### src/rtl/hsu_pkg.sv
package hsu_pkg;

  // register offsets on the plain register port
  localparam logic [7:0] CTRL_OFS = 8'h00;
  localparam logic [7:0] STAT_OFS = 8'h04;
  localparam logic [7:0] MASK_OFS = 8'h08;

  // channel_control field positions
  localparam int CTL_RX_DMA_EN = 0;
  localparam int CTL_TX_DMA_EN = 1;
  localparam int CTL_RX_STSK   = 2;
  localparam int CTL_TX_STSK   = 3;
  localparam int CTL_PLL_EN    = 4;
  localparam int CTL_CODE_LSB  = 5;
  localparam logic [31:0] CTRL_WMASK = 32'h0000_007F;
  localparam logic [31:0] CTRL_RESET = 32'h0000_0000;

  // line coding values in the control code field
  localparam logic [1:0] CODE_NRZ  = 2'h0;
  localparam logic [1:0] CODE_NRZI = 2'h1;
  localparam logic [1:0] CODE_FM   = 2'h2;
  localparam logic [1:0] CODE_MAN  = 2'h3;

  // channel_status bit positions
  localparam int ST_FV    = 14;
  localparam int ST_IDLE  = 15;
  localparam int ST_ABT   = 16;
  localparam int ST_CRC   = 17;
  localparam int ST_NO    = 18;
  localparam int ST_OV    = 19;
  localparam int ST_MOV   = 20;
  localparam int ST_TXABT = 22;
  localparam int ST_IERR  = 23;
  localparam int ST_RXFD  = 24;
  localparam int ST_RXNL  = 25;
  localparam int ST_RX_NOT_OCTET  = 26;
  localparam int ST_TXFD  = 27;
  localparam int ST_TXNL  = 28;
  localparam int ST_TXNO  = 29;
  localparam int ST_PLL1  = 30;
  localparam int ST_PLL2  = 31;
  localparam logic [31:0] STAT_IMPL  = 32'hFFDF_C000;
  localparam logic [31:0] STAT_RESET = 32'h0000_0000;
  localparam logic [31:0] MASK_RESET = 32'h0000_0000;

  // run lengths of consecutive ones on the line
  localparam int IDLE_ONES  = 15;
  localparam int ABORT_ONES = 7;

  // register port request
  typedef struct packed {
    logic [7:0]  addr;
    logic [31:0] wdata;
    logic        wr;
    logic        rd;
  } hsu_bus_t;

  // event pulses from receiver, transmitter, dma engine and dpll
  typedef struct packed {
    logic rx_in_frame;
    logic rx_last_in_fifo;
    logic rx_frame_ok;
    logic rx_frame_end;
    logic rx_crc_bad;
    logic rx_not_octet;
    logic rx_push;
    logic rx_fifo_full;
    logic rx_no_buffer;
    logic tx_abort_sent;
    logic rx_clk_unstable;
    logic rx_dma_done;
    logic rx_null_ptr;
    logic rx_not_owned;
    logic tx_dma_done;
    logic tx_null_ptr;
    logic tx_not_owned;
    logic pll_miss;
    logic pll_edge_found;
  } hsu_evt_t;

endpackage : hsu_pkg

### src/rtl/hsu_ones_det.sv
`timescale 1ns/1ns
module hsu_ones_det
  import hsu_pkg::*;
#(
  parameter int IDLE_RUN  = IDLE_ONES,
  parameter int ABORT_RUN = ABORT_ONES
) (
  input  wire logic i_clk,
  input  wire logic i_rst_n,
  input  wire logic i_bit_stb,
  input  wire logic i_bit_val,
  output logic      o_abort_pulse,
  output logic      o_idle_pulse,
  output logic      o_idle_level
);
  logic [4:0] run_reg;

  // saturating count of consecutive ones, cleared by a zero
  always_ff @(posedge i_clk or negedge i_rst_n) begin
    if (!i_rst_n) begin
      run_reg <= 5'h00;
    end else if (i_bit_stb) begin
      if (!i_bit_val) begin
        run_reg <= 5'h00;
      end else if (run_reg != 5'(IDLE_RUN)) begin
        run_reg <= run_reg + 5'h01;
      end
    end
  end

  // one pulse when a run first reaches each length
  always_ff @(posedge i_clk or negedge i_rst_n) begin
    if (!i_rst_n) begin
      o_abort_pulse <= 1'b0;
      o_idle_pulse  <= 1'b0;
    end else begin
      o_abort_pulse <= i_bit_stb && i_bit_val
                       && run_reg == 5'(ABORT_RUN - 1);
      o_idle_pulse  <= i_bit_stb && i_bit_val
                       && run_reg == 5'(IDLE_RUN - 1);
    end
  end

  assign o_idle_level = (run_reg == 5'(IDLE_RUN));
endmodule : hsu_ones_det

### src/rtl/hsu_status.sv
`timescale 1ns/1ns
module hsu_status (
  input  wire logic      i_clk,
  input  wire logic      i_rst_n,
  input  wire logic      i_rx_clk_pin,
  input  wire logic      i_rx_data_pin,
  input  hsu_pkg::hsu_bus_t i_bus,
  input  hsu_pkg::hsu_evt_t i_evt,
  output logic [31:0]    o_rdata,
  output logic           o_irq,
  output logic           o_rx_dma_enable,
  output logic           o_tx_dma_enable,
  output logic           o_rx_fifo_flush,
  output logic           o_rx_fifo_overwrite,
  output logic           o_pll_search,
  output logic           o_line_idle
);
  import hsu_pkg::*;

  typedef enum logic {PLL_TRACK, PLL_MISSED_ONE} hsu_pll_t;

  logic [31:0] ctrl_reg;
  logic [31:0] ctrl_next;
  logic [31:0] stat_reg;
  logic [31:0] stat_next;
  logic [31:0] mask_reg;
  logic [31:0] set_vec;
  logic [31:0] clr_vec;
  logic [31:0] stat_view;
  logic        clk_lvl;
  logic        clk_prev_reg;
  logic        data_lvl;
  logic        bit_stb;
  logic        abort_pulse;
  logic        idle_pulse;
  logic        idle_level;
  logic        pll_fm;
  logic        rx_dis;
  logic        tx_dis;
  logic        wr_ctrl;
  logic        wr_stat;
  logic        wr_mask;
  logic        rd_any;
  hsu_pll_t    pll_reg;
  hsu_pll_t    pll_next;
  logic        pll_one_set;
  logic        pll_two_set;

  // address match shared by the write strobe decodes and the read select
  function automatic logic hit(input logic [7:0] a, input logic [7:0] o);
    hit = (a == o);
  endfunction : hit

  // register port decode
  assign wr_ctrl = i_bus.wr && hit(i_bus.addr, CTRL_OFS);
  assign wr_stat = i_bus.wr && hit(i_bus.addr, STAT_OFS);
  assign wr_mask = i_bus.wr && hit(i_bus.addr, MASK_OFS);
  assign rd_any  = i_bus.rd;

  // link clock and data pass the pin synchronisers
  hsu_sync u_sync_clk (
    .i_clk   (i_clk),
    .i_rst_n (i_rst_n),
    .i_pin   (i_rx_clk_pin),
    .o_level (clk_lvl)
  );

  hsu_sync u_sync_data (
    .i_clk   (i_clk),
    .i_rst_n (i_rst_n),
    .i_pin   (i_rx_data_pin),
    .o_level (data_lvl)
  );

  // rising edge of the sampled link clock marks one line bit
  always_ff @(posedge i_clk or negedge i_rst_n) begin
    if (!i_rst_n) begin
      clk_prev_reg <= 1'b0;
    end else begin
      clk_prev_reg <= clk_lvl;
    end
  end

  assign bit_stb = clk_lvl && !clk_prev_reg;

  // run-of-ones detection for idle and abort
  hsu_ones_det #(
    .IDLE_RUN  (IDLE_ONES),
    .ABORT_RUN (ABORT_ONES)
  ) u_ones (
    .i_clk         (i_clk),
    .i_rst_n       (i_rst_n),
    .i_bit_stb     (bit_stb),
    .i_bit_val     (data_lvl),
    .o_abort_pulse (abort_pulse),
    .o_idle_pulse  (idle_pulse),
    .o_idle_level  (idle_level)
  );

  assign o_line_idle = idle_level;

  // dpll flags only set with fm or manchester coding and pll on
  assign pll_fm = ctrl_reg[CTL_PLL_EN]
                  && (ctrl_reg[CTL_CODE_LSB +: 2] == CODE_FM
                      || ctrl_reg[CTL_CODE_LSB +: 2] == CODE_MAN);

  // miss tracker: first miss, then second successive miss
  always_comb begin
    pll_next    = pll_reg;
    pll_one_set = 1'b0;
    pll_two_set = 1'b0;
    unique case (pll_reg)
      PLL_TRACK: begin
        if (pll_fm && i_evt.pll_miss) begin
          pll_one_set = 1'b1;
          pll_next    = PLL_MISSED_ONE;
        end
      end
      PLL_MISSED_ONE: begin
        if (!pll_fm || i_evt.pll_edge_found) begin
          pll_next = PLL_TRACK;
        end else if (i_evt.pll_miss) begin
          pll_two_set = 1'b1;
          pll_next    = PLL_TRACK;
        end
      end
    endcase
  end

  // dpll miss state
  always_ff @(posedge i_clk or negedge i_rst_n) begin
    if (!i_rst_n) begin
      pll_reg <= PLL_TRACK;
    end else begin
      pll_reg <= pll_next;
    end
  end

  // event set vector for the status flags
  always_comb begin
    set_vec           = 32'h0000_0000;
    set_vec[ST_FV]    = i_evt.rx_last_in_fifo && i_evt.rx_frame_ok;
    set_vec[ST_IDLE]  = idle_pulse;
    set_vec[ST_ABT]   = abort_pulse && i_evt.rx_in_frame;
    set_vec[ST_CRC]   = i_evt.rx_frame_end && i_evt.rx_crc_bad;
    set_vec[ST_NO]    = i_evt.rx_frame_end && i_evt.rx_not_octet;
    set_vec[ST_OV]    = i_evt.rx_push && i_evt.rx_fifo_full;
    set_vec[ST_MOV]   = i_evt.rx_no_buffer;
    set_vec[ST_TXABT] = i_evt.tx_abort_sent;
    set_vec[ST_IERR]  = i_evt.rx_clk_unstable;
    set_vec[ST_RXFD]  = i_evt.rx_dma_done;
    set_vec[ST_RXNL]  = i_evt.rx_null_ptr;
    set_vec[ST_RX_NOT_OCTET]  = i_evt.rx_not_owned && ctrl_reg[CTL_RX_STSK];
    set_vec[ST_TXFD]  = i_evt.tx_dma_done;
    set_vec[ST_TXNL]  = i_evt.tx_null_ptr;
    set_vec[ST_TXNO]  = i_evt.tx_not_owned && ctrl_reg[CTL_TX_STSK];
    set_vec[ST_PLL1]  = pll_one_set;
    set_vec[ST_PLL2]  = pll_two_set;
  end

  // dma shutdown causes per direction
  assign rx_dis = set_vec[ST_MOV] || set_vec[ST_RXNL]
                  || set_vec[ST_RX_NOT_OCTET];
  assign tx_dis = set_vec[ST_TXABT] || set_vec[ST_TXNL]
                  || set_vec[ST_TXNO];

  // control update; hardware disable beats a software enable
  always_comb begin
    ctrl_next = ctrl_reg;
    if (wr_ctrl) begin
      ctrl_next = i_bus.wdata & CTRL_WMASK;
    end
    if (rx_dis) begin
      ctrl_next[CTL_RX_DMA_EN] = 1'b0;
    end
    if (tx_dis) begin
      ctrl_next[CTL_TX_DMA_EN] = 1'b0;
    end
  end

  // channel_control storage
  always_ff @(posedge i_clk or negedge i_rst_n) begin
    if (!i_rst_n) begin
      ctrl_reg <= CTRL_RESET;
    end else begin
      ctrl_reg <= ctrl_next;
    end
  end

  // write-one-to-clear; a new event in the same cycle wins
  assign clr_vec = wr_stat ? i_bus.wdata : 32'h0000_0000;

  always_comb begin
    stat_next = ((stat_reg & ~clr_vec) | set_vec) & STAT_IMPL;
    if (!pll_fm) begin
      stat_next[ST_PLL2] = 1'b0;
    end
  end

  // channel_status storage
  always_ff @(posedge i_clk or negedge i_rst_n) begin
    if (!i_rst_n) begin
      stat_reg <= STAT_RESET;
    end else begin
      stat_reg <= stat_next;
    end
  end

  // interrupt enable storage
  always_ff @(posedge i_clk or negedge i_rst_n) begin
    if (!i_rst_n) begin
      mask_reg <= MASK_RESET;
    end else if (wr_mask) begin
      mask_reg <= i_bus.wdata & STAT_IMPL;
    end
  end

  // idle bit also follows the live idle line
  always_comb begin
    stat_view          = stat_reg;
    stat_view[ST_IDLE] = stat_reg[ST_IDLE] || idle_level;
  end

  // read data valid only in the cycle after the strobe
  always_ff @(posedge i_clk or negedge i_rst_n) begin
    if (!i_rst_n) begin
      o_rdata <= 32'h0000_0000;
    end else if (!rd_any) begin
      o_rdata <= 32'h0000_0000;
    end else if (hit(i_bus.addr, CTRL_OFS)) begin
      o_rdata <= ctrl_reg;
    end else if (hit(i_bus.addr, STAT_OFS)) begin
      o_rdata <= stat_view;
    end else if (hit(i_bus.addr, MASK_OFS)) begin
      o_rdata <= mask_reg;
    end else begin
      o_rdata <= 32'h0000_0000;
    end
  end

  // pulses toward fifo and dpll
  always_ff @(posedge i_clk or negedge i_rst_n) begin
    if (!i_rst_n) begin
      o_rx_fifo_flush     <= 1'b0;
      o_rx_fifo_overwrite <= 1'b0;
      o_pll_search        <= 1'b0;
    end else begin
      o_rx_fifo_flush     <= set_vec[ST_RXNL];
      o_rx_fifo_overwrite <= set_vec[ST_OV];
      o_pll_search        <= pll_two_set;
    end
  end

  // enables and masked interrupt level
  assign o_rx_dma_enable = ctrl_reg[CTL_RX_DMA_EN];
  assign o_tx_dma_enable = ctrl_reg[CTL_TX_DMA_EN];
  assign o_irq           = |(stat_reg & mask_reg);
endmodule : hsu_status

### src/rtl/hsu_sync.sv
`timescale 1ns/1ns
module hsu_sync (
  input  wire logic i_clk,
  input  wire logic i_rst_n,
  input  wire logic i_pin,
  output logic      o_level
);
  logic s1_reg;
  logic s2_reg;
  logic s3_reg;

  // three-stage chain; first stage feeds only the second
  always_ff @(posedge i_clk or negedge i_rst_n) begin
    if (!i_rst_n) begin
      s1_reg <= 1'b0;
      s2_reg <= 1'b0;
      s3_reg <= 1'b0;
    end else begin
      s1_reg <= i_pin;
      s2_reg <= s1_reg;
      s3_reg <= s2_reg;
    end
  end

  // level moves only once stages two and three agree
  always_ff @(posedge i_clk or negedge i_rst_n) begin
    if (!i_rst_n) begin
      o_level <= 1'b0;
    end else if (s2_reg == s3_reg) begin
      o_level <= s3_reg;
    end
  end
endmodule : hsu_sync

### config.mk
export PLATFORM = sky130hd
export DESIGN_NAME = hsu_status
export DESIGN_NICKNAME = d
export VERILOG_FILES = /design/src/rtl/hsu_pkg.sv /design/src/rtl/hsu_ones_det.sv /design/src/rtl/hsu_status.sv /design/src/rtl/hsu_sync.sv
export SDC_FILE = /design/constraint.sdc
export NUM_CORES = 1
export LEC_CHECK = 0
export ABC_AREA = 1
export BUFFER_PORTS_ARGS = -buffer_cell sky130_fd_sc_hd__buf_2
export CAP_MARGIN = 15
export CORE_ASPECT_RATIO = 1.2
export CORE_MARGIN = 3
export CORE_UTILIZATION = 47
export DETAILED_ROUTE_END_ITERATION = 16
export MAX_ROUTING_LAYER = met4
export PLACE_DENSITY = 0.85
export SYNTH_ARGS = -nofsm -noshare
export SYNTH_HDL_FRONTEND = slang
export SYNTH_SLANG_ARGS = --single-unit
### constraint.sdc
create_clock -name i_clk -period 1.5 [get_ports i_clk]
set_input_delay 0.3 -clock i_clk [delete_from_list [all_inputs] [get_ports i_clk]]
set_output_delay 0.3 -clock i_clk [all_outputs]
set_load 0.05 [all_outputs]
-- After elaboration in Yosys (flattened, before gate mapping)
Cells that the tools add are included.
- register bits: 93
- bits of input ports: 65
- output and inout bits: 39
- word-level logic and storage cells: 88
- add/sub/neg operators: 1
- eq/ne operators: 11
- mux-type cells: 19
- bitwise logic cells: 5
- reduce and logical (&&, ||, !) cells: 30
- operators by type and width (kind ; number):
    $mux W32 ; 5
    $and A32 B32 Y32 ; 2
    $not A32 Y32 ; 1
    $or A32 B32 Y32 ; 1
    $reduce_or A32 Y1 ; 1
    $logic_and A1 B1 Y1 ; 16
    $eq A5 B4 Y1 const B ; 2
    $mux W1 ; 10
    $mux W5 ; 2
    $eq A8 B3 Y1 const B ; 1
    $eq A8 B4 Y1 const B ; 1
    $logic_not A8 Y1 ; 1
    $logic_or A1 B1 Y1 ; 7
    $add A5 B1 Y5 const B ; 1
    $eq A5 B3 Y1 const B ; 1
    $ne A5 B4 Y1 const B ; 1
    $eq A2 B2 Y1 const B ; 2
    $reduce_bool A2 Y1 ; 2
    $eq A1 B1 Y1 ; 2
    $logic_not A1 Y1 ; 2
    $mux W2 ; 1
    $ne A2 B1 Y1 const B ; 1
    $pmux W1 S2 ; 1
    $reduce_and A2 Y1 ; 1
    $not A1 Y1 ; 1

-- Logic depth before layout (Yosys ltp)
Gate-level depths: netlist of run 1.
- depth in word-level cells: 9
- mapped depth: 10
- gate-level depth less buffers: 10

-- By module
From an unflattened synthesis of run 1, not the netlist that was laid out.
- cell total of the unflattened synthesis: 426
- area total of the unflattened synthesis: 3701.0 um2
- by module, submodules not included (module ; instances ; cells each ; area an instance (um2) ; sequential area each (um2)):
    hsu_status ; 1 ; 370 ; 3121.7 ; 1751.7
    hsu_ones_det ; 1 ; 40 ; 346.6 ; 175.2
    hsu_sync ; 2 ; 8 ; 116.4 ; 100.1

-- Least setup slack after synthesis of run 1
OpenSTA, ideal clock, no wires.
- path kind: register to register
- start: register u_ones.run_reg[1]
- end: register u_ones.run_reg[3]
- setup time: 119 ps
- arrival: 1666 ps
- data required time: 1381 ps
- slack: -285 ps
- cell stages (with the launch flop): 10
- path buffers: 0
- period minus slack after synthesis: 1785 ps
- cell sequence: dfrtp_1 > ha_1 > nand2_1 > nor2_1 > ha_1 > nand2_1 > nand3_1 > inv_1 > a21oi_1 > nor2_1
- word-level cells in the longest chain between the ends: 3
- elaborated cells between the ends (all ways): 6
- classes of those cells: add/sub (1); eq/ne (2); mux (2); reduce/logical (1)
- ends and longest elaborated chain (item ; line ; RTL):
    from (decl) ; hsu_ones_det.sv:16 ; logic [4:0] run_reg;
    from (signal assigned) ; hsu_ones_det.sv:26 ; run_reg <= run_reg + 5'h01;
    $add A5 B1 Y5 or $ne A5 B4 Y1 (tied branches) ; hsu_ones_det.sv:26, hsu_ones_det.sv:25 ;
    $mux W5 or $ne A2 B1 Y1 (tied branches) ; - ;
    $mux W5 or $reduce_and A2 Y1 (tied branches) ; - ;
Parallel ways exist; a longest one is shown, timed or not. The select of a mux whose other input is x is not followed.
A chain may end at the register's enable or synchronous reset.

-- Final worst setup path of run 1
- start: register mask_reg[25]
- end: output o_irq
- word-level cells in the longest chain between the ends: 2
- ends and longest elaborated chain (item ; line ; RTL):
    from (decl) ; hsu_status.sv:26 ; logic [31:0] mask_reg;
    from (signal assigned) ; hsu_status.sv:214 ; mask_reg <= i_bus.wdata & STAT_IMPL;
    $and A32 B32 Y32 ; hsu_status.sv:257 ; assign o_irq = |(stat_reg & mask_reg);
    $reduce_or A32 Y1 ; hsu_status.sv:257 ;
    to (decl) ; hsu_status.sv:10 ; output logic o_irq,
No other way between the ends.

==> results.cfg, run 1 <==
[placed_design]
dp_hpwl_um = 5899
dp.cells = 623
gp_congestion = 0.8221
port_buffers = 87
place_ws_ns = -0.03409

[die]
die_area_sq_mm = 0.009133
coreArea_sq_mm = 0.007751
rows = 35
die_x_um = 87.75
die-height_um = 104.1
ios = 104
start_util_pct = 48.62

[timing]
setup_viol = 4
rsz0062_at_grt = true
min_period_ns = 1.723
finClkSkew_ns = 0.006595
max_freq_mhz = 580.4
hold_violations = 0
finalCritPeriodShare_pct = 114.9
slew_violations = 0
fin_ws_ns = -0.2229

[clocking]
htree_levels = 3
cts.sinks = 85
cts_buffers = 9
insertion_delay_ns = 0.35
cts_tree = yes
root_buffer = clkbuf_8
cts_buffer_depth = 2
clk_pin_slew_worst_paths_ns = 0.09

[synthesis]
ys_ff_latch = 85
syn_area_sq_mm = 0.003769
synth_top_flop_cell = dfrtp_1
synth-edff-count = 0
syn_inst = 447
seq_area_frac_synth_pct = 56.44
yosys_warnings = 0
avgSynthCellArea_sq_um = 8.431
synthDistinctLibCells = 24
async_flop_share_pct = 100.0

[min_path]
min_path_type = input pin to flop

[route]
avgViaCountPerCell = 4.901
first_pass_iters = 4
route.antenna.remaining_nets = 0
drt_wl_total_um = 8413
drc = 0
wl_per_cell_um = 13.00
vias = 3171
first_iter_violations = 208

[layout]
diodes = 0
layout-drive-gt1-share_pct = 25.59
final_cells = 647
ff_latch_area_sq_mm = 0.002127
areaGrowthSynthToFinish_pct = 24.63
layout_common_cells = nand2_1 (153), dfrtp_1 (85), buf_2 (84)
multiInputGateArea_sq_mm = 0.001393
largest_reg_flops = 24
fin_util_pct = 60.60
fin_nets = 618
fillers = 656
final_common_cell = nand2_1

[grt]
antenna_found_initial = 0
grt_usage_pct = 19.82
overflow = 0
first_global_vias = 3056
grt_max_degree = 86
grt_pass1_wl_um = 13830

[run_status]
violations = negative setup slack
status = finished, violations left

[setup_path]
worstSetupEndpointType = output port
path_max_fanout = 3
worstSetupPathType = flop to output port
critPathLaunchType = flop
cp.arrival_ns = 1.42
crit_required_ns = 1.20

[power]
leakagePower_nw = 2.474
ir_worst_vdd_mv = 0.6281
power_density_mw_per_mm2 = 1052

[job]
cap_violations = 0
==> cells in the mapped netlist, drive strengths merged, types with 2 or more instances <==
| cell type | instances | area, sq um |
|---|---|---|
| nand2 | 157 | 599.3 |
| dfrtp | 85 | 2127 |
| inv | 50 | 187.7 |
| nand3 | 47 | 235.2 |
| nor2 | 46 | 197.7 |
| buf | 21 | 155.1 |
| a21oi | 20 | 115.1 |
| nand4 | 8 | 50.05 |
| ha | 3 | 37.54 |
| o21ai | 3 | 15.01 |
| maj3 | 2 | 20.02 |
==> power breakdown <==
part           switching (W)  internal [W]  leakage (nW)  total [W]
registers           0.000113       0.00241          1.09    0.00252
clock network       0.000832      0.000942         0.102    0.00177
logic               0.000405      0.000239          1.28   0.000644
total                0.00135       0.00359          2.47    0.00494
==> critical path, stage by stage, from the launching register on <==
cell,delay (ns)
dfrtp_1,0.40
nand2_1,0.09
nand4_1,0.14
nor2_1,0.14
nand3_1,0.13
buf_6,0.18
==> cell type report <==
type | count | area share (%)
well taps | 92 | 2.451
clock buffers | 9 | 2.637
inverters | 50 | 4.049
clock inverters | 7 | 2.131
flip-flops and latches | 85 | 45.29
repair buffers | 107 | 13.80
multi-input cells | 297 | 29.65
==> through the flow <==
step,cell area [sq um],hold WS [ns],total power [W],setup TNS [ns]
floorplan,3815,0.004409,0.002877,0
global placement,4337,0.3322,0.003088,0
detailed placement,4337,0.3427,0.003120,-0.03409
CTS,4612,0.04366,0.004922,-0.4333
global route,4697,0.03897,0.005188,-0.6807
finish,4697,0.06041,0.004941,-0.4210
==> path summary, 6_finish.rpt <==
| check | depth (start not counted) | slack, ns | to | startpoint |
|---|---|---|---|---|
| min reg2reg | 0 | 0.36 | u_sync_clk.s2_reg | u_sync_clk.s1_reg |
| max | 5 | -0.22 | o_irq | mask_reg[25] |
| max in group asynchronous | 3 | 0.64 | u_sync_clk.o_level | i_rst_n |
| min in group asynchronous | 3 | 0.50 | ctrl_reg[5] | i_rst_n |
| min | 1 | 0.06 | u_sync_clk.s1_reg | i_rx_clk_pin |
| max reg2reg | 9 | -0.03 | u_ones.run_reg[2] | u_ones.run_reg[0] |
==> repair_timing <==
item | 4_1_cts | 5_1_grt
hold buffers | 1 | 0
buffers inserted | 2 | 5
endpoints found under the setup margin | 4 | 5
gates resized for setup | 8 | 12
pin swaps | 1 | 4
hold endpoints to repair | 74 | 0
==> per-layer routing <==
metal	up-vias	global-route usage [%]	wire length, um
li1	1581	-	-
met1	1484	25.01	3581
met2	95	30.93	4282
met3	11	3.724	429
met4	0	8.662	120
met5	-	-	0
==> kinds of logic (layout without fill, tap and decap cells) <==
| logic type | count (synthesis) | count (layout) | synth area share [%] |
|---|---|---|---|
| buf+inv | 72 | 173 | 9.196 |
| compound gates | 25 | 25 | 3.818 |
| simple gates | 259 | 259 | 28.92 |
| fa+ha+maj | 5 | 5 | 1.527 |
| other cells | 1 | 8 | 0.09951 |
| flops | 85 | 85 | 56.44 |
Note: power is estimated with default switching activity, not from simulation.
==> run 2, diff against run 1 <==
--- a/config.mk
+++ b/config.mk
@@ -14,6 +14,8 @@
 export DETAILED_ROUTE_END_ITERATION = 16
 export MAX_ROUTING_LAYER = met4
 export PLACE_DENSITY = 0.85
+export RECOVER_POWER = 100
+export REMOVE_ABC_BUFFERS = 1
 export SYNTH_ARGS = -nofsm -noshare
 export SYNTH_HDL_FRONTEND = slang
 export SYNTH_SLANG_ARGS = --single-unit
==> run 2 against run 1 <==
The run still ends with negative setup slack left. Critical path depth did not move. Routed wire length grew 5.9%. Clock power is 8% lower. Fmax up 1.2%. Combinational power grew 16%. Total power down 1.2%. Hold slack worse by 0.0062 ns. First-iteration DRC count increased by 19%. Sequential power about the same. Largest power group unchanged. Highest routed layer unchanged.
==> results.cfg, run 2 (synthesis results as in run 1) <==
[die]
die-height_um = 104.1
coreArea_sq_mm = 0.007751
rows = 35
start_util_pct = 48.62
ios = 104
die_x_um = 87.75
die_area_sq_mm = 0.009133

[layout]
diodes = 0
fillers = 672
largest_reg_flops = 24
fin_nets = 624
fin_util_pct = 60.21
final_cells = 652
fin_area_sq_mm = 0.004667
layout_common_cells = nand2_1 (152), dfrtp_1 (85), buf_2 (55)
final_common_cell = nand2_1
areaGrowthSynthToFinish_pct = 23.84
layout-drive-gt1-share_pct = 25.89

[route]
vias = 3239
drc = 0
avgViaCountPerCell = 4.968
route.antenna.remaining_nets = 0
first_iter_violations = 248
drt_wl_total_um = 8912
first_pass_iters = 4
wl_per_cell_um = 13.67

[clocking]
cts_tree = yes
insertion_delay_ns = 0.35
root_buffer = clkbuf_8
cts_buffers = 9
cts_buffer_depth = 2
cts.sinks = 85
htree_levels = 3
clk_pin_slew_worst_paths_ns = 0.08

[timing]
worst_slew_pin_slew_ns = 0.9229
setup_viol = 7
slew_headroom_pct = 38.48
rsz0062_at_grt = true
hold_violations = 0
fin_ws_ns = -0.2020
slew_violations = 0
finalCritPeriodShare_pct = 113.5
min_period_ns = 1.702
totalNegativeSetupSlack_ns = -0.9707
max_freq_mhz = 587.6
worst_hold_slack_ns = 0.05417
finClkSkew_ns = 0.01202

[setup_path]
path_max_fanout = 2
critPathLaunchType = flop
worstSetupPathType = flop to output port
cp.arrival_ns = 1.40
crit_required_ns = 1.20
worstSetupEndpointType = output port

[grt]
overflow = 0
antenna_found_initial = 0
first_global_vias = 3241
grt_usage_pct = 20.72
grt_pass1_wl_um = 14590
grt_max_degree = 37

[placed_design]
dp_hpwl_um = 6243
gp_congestion = 0.8150
dp.cells = 624
dpl_cell_area_sq_mm = 0.004362
port_buffers = 87

[run_status]
violations = negative setup slack
status = finished, violations left

[power]
ir_worst_vdd_mv = 0.5289
leakagePower_nw = 2.460
power_density_mw_per_mm2 = 1046

[job]
cap_violations = 0

[min_path]
min_path_type = input pin to flop
[run 2: area by class of cell]
type	instances	area, sq um	area share (%)
Clock buffer	11	151.4	3.244
Clock inverter	4	47.55	1.019
Inverter	50	190.2	4.075
Multi-Input combinational cell	297	1349	28.90
Sequential cell	85	2127	45.58
Tap cell	92	115.1	2.466
Timing Repair Buffer	113	686.9	14.72
[run 2: timing repair]
item	in CTS	in global routing
buffers inserted	9	3
hold buffers	1	0
pin swaps	8	7
gates resized for setup	17	13
setup endpoints to repair	5	8
endpoints found under the hold margin	33	0
[run 2: final timing paths]
kind | from | to | slack [ns] | cells past startpoint
min reg2reg | u_sync_clk.s1_reg | u_sync_clk.s2_reg | 0.36 | 0
min in group asynchronous | i_rst_n | o_rdata[4] | 0.62 | 2
max reg2reg | u_ones.run_reg[0] | u_ones.run_reg[3] | -0.19 | 12
max in group asynchronous | i_rst_n | o_rdata[22] | 0.18 | 3
min | i_rx_clk_pin | u_sync_clk.s1_reg | 0.05 | 1
max | u_ones.run_reg[0] | o_line_idle | -0.20 | 5
[run 2: power breakdown]
| group | switching, W | internal (W) | total [W] |
|---|---|---|---|
| clock network | 0.000780 | 0.000846 | 0.00163 |
| logic | 0.000452 | 0.000293 | 0.000745 |
| registers | 0.0000981 | 0.00241 | 0.00251 |
| total | 0.00133 | 0.00355 | 0.00488 |
[run 2: per-stage QoR]
step                      setup WS, ns  total power, W
after floorplan                -0.2851        0.002838
after global placement       -0.003829        0.003093
after detailed placement       -0.1168        0.003131
after CTS                      -0.2347        0.004830
after global routing           -0.2800        0.005104
final                          -0.2020        0.004880
[run 2: layer usage]
layer,track usage [%],up-vias,wire length (um)
met2,33.41,116,4614
met1,25.42,1522,3589
met3,4.596,17,549
met4,7.346,0,157
met5,-,-,0
li1,-,1584,-
[run 2: worst max-delay path, stage by stage, from the launching register on]
cell and delay, ns:
dfrtp_1 0.36, ha_2 0.19, nand2_2 0.06, nor2_2 0.09, ha_2 0.21, buf_8 0.15
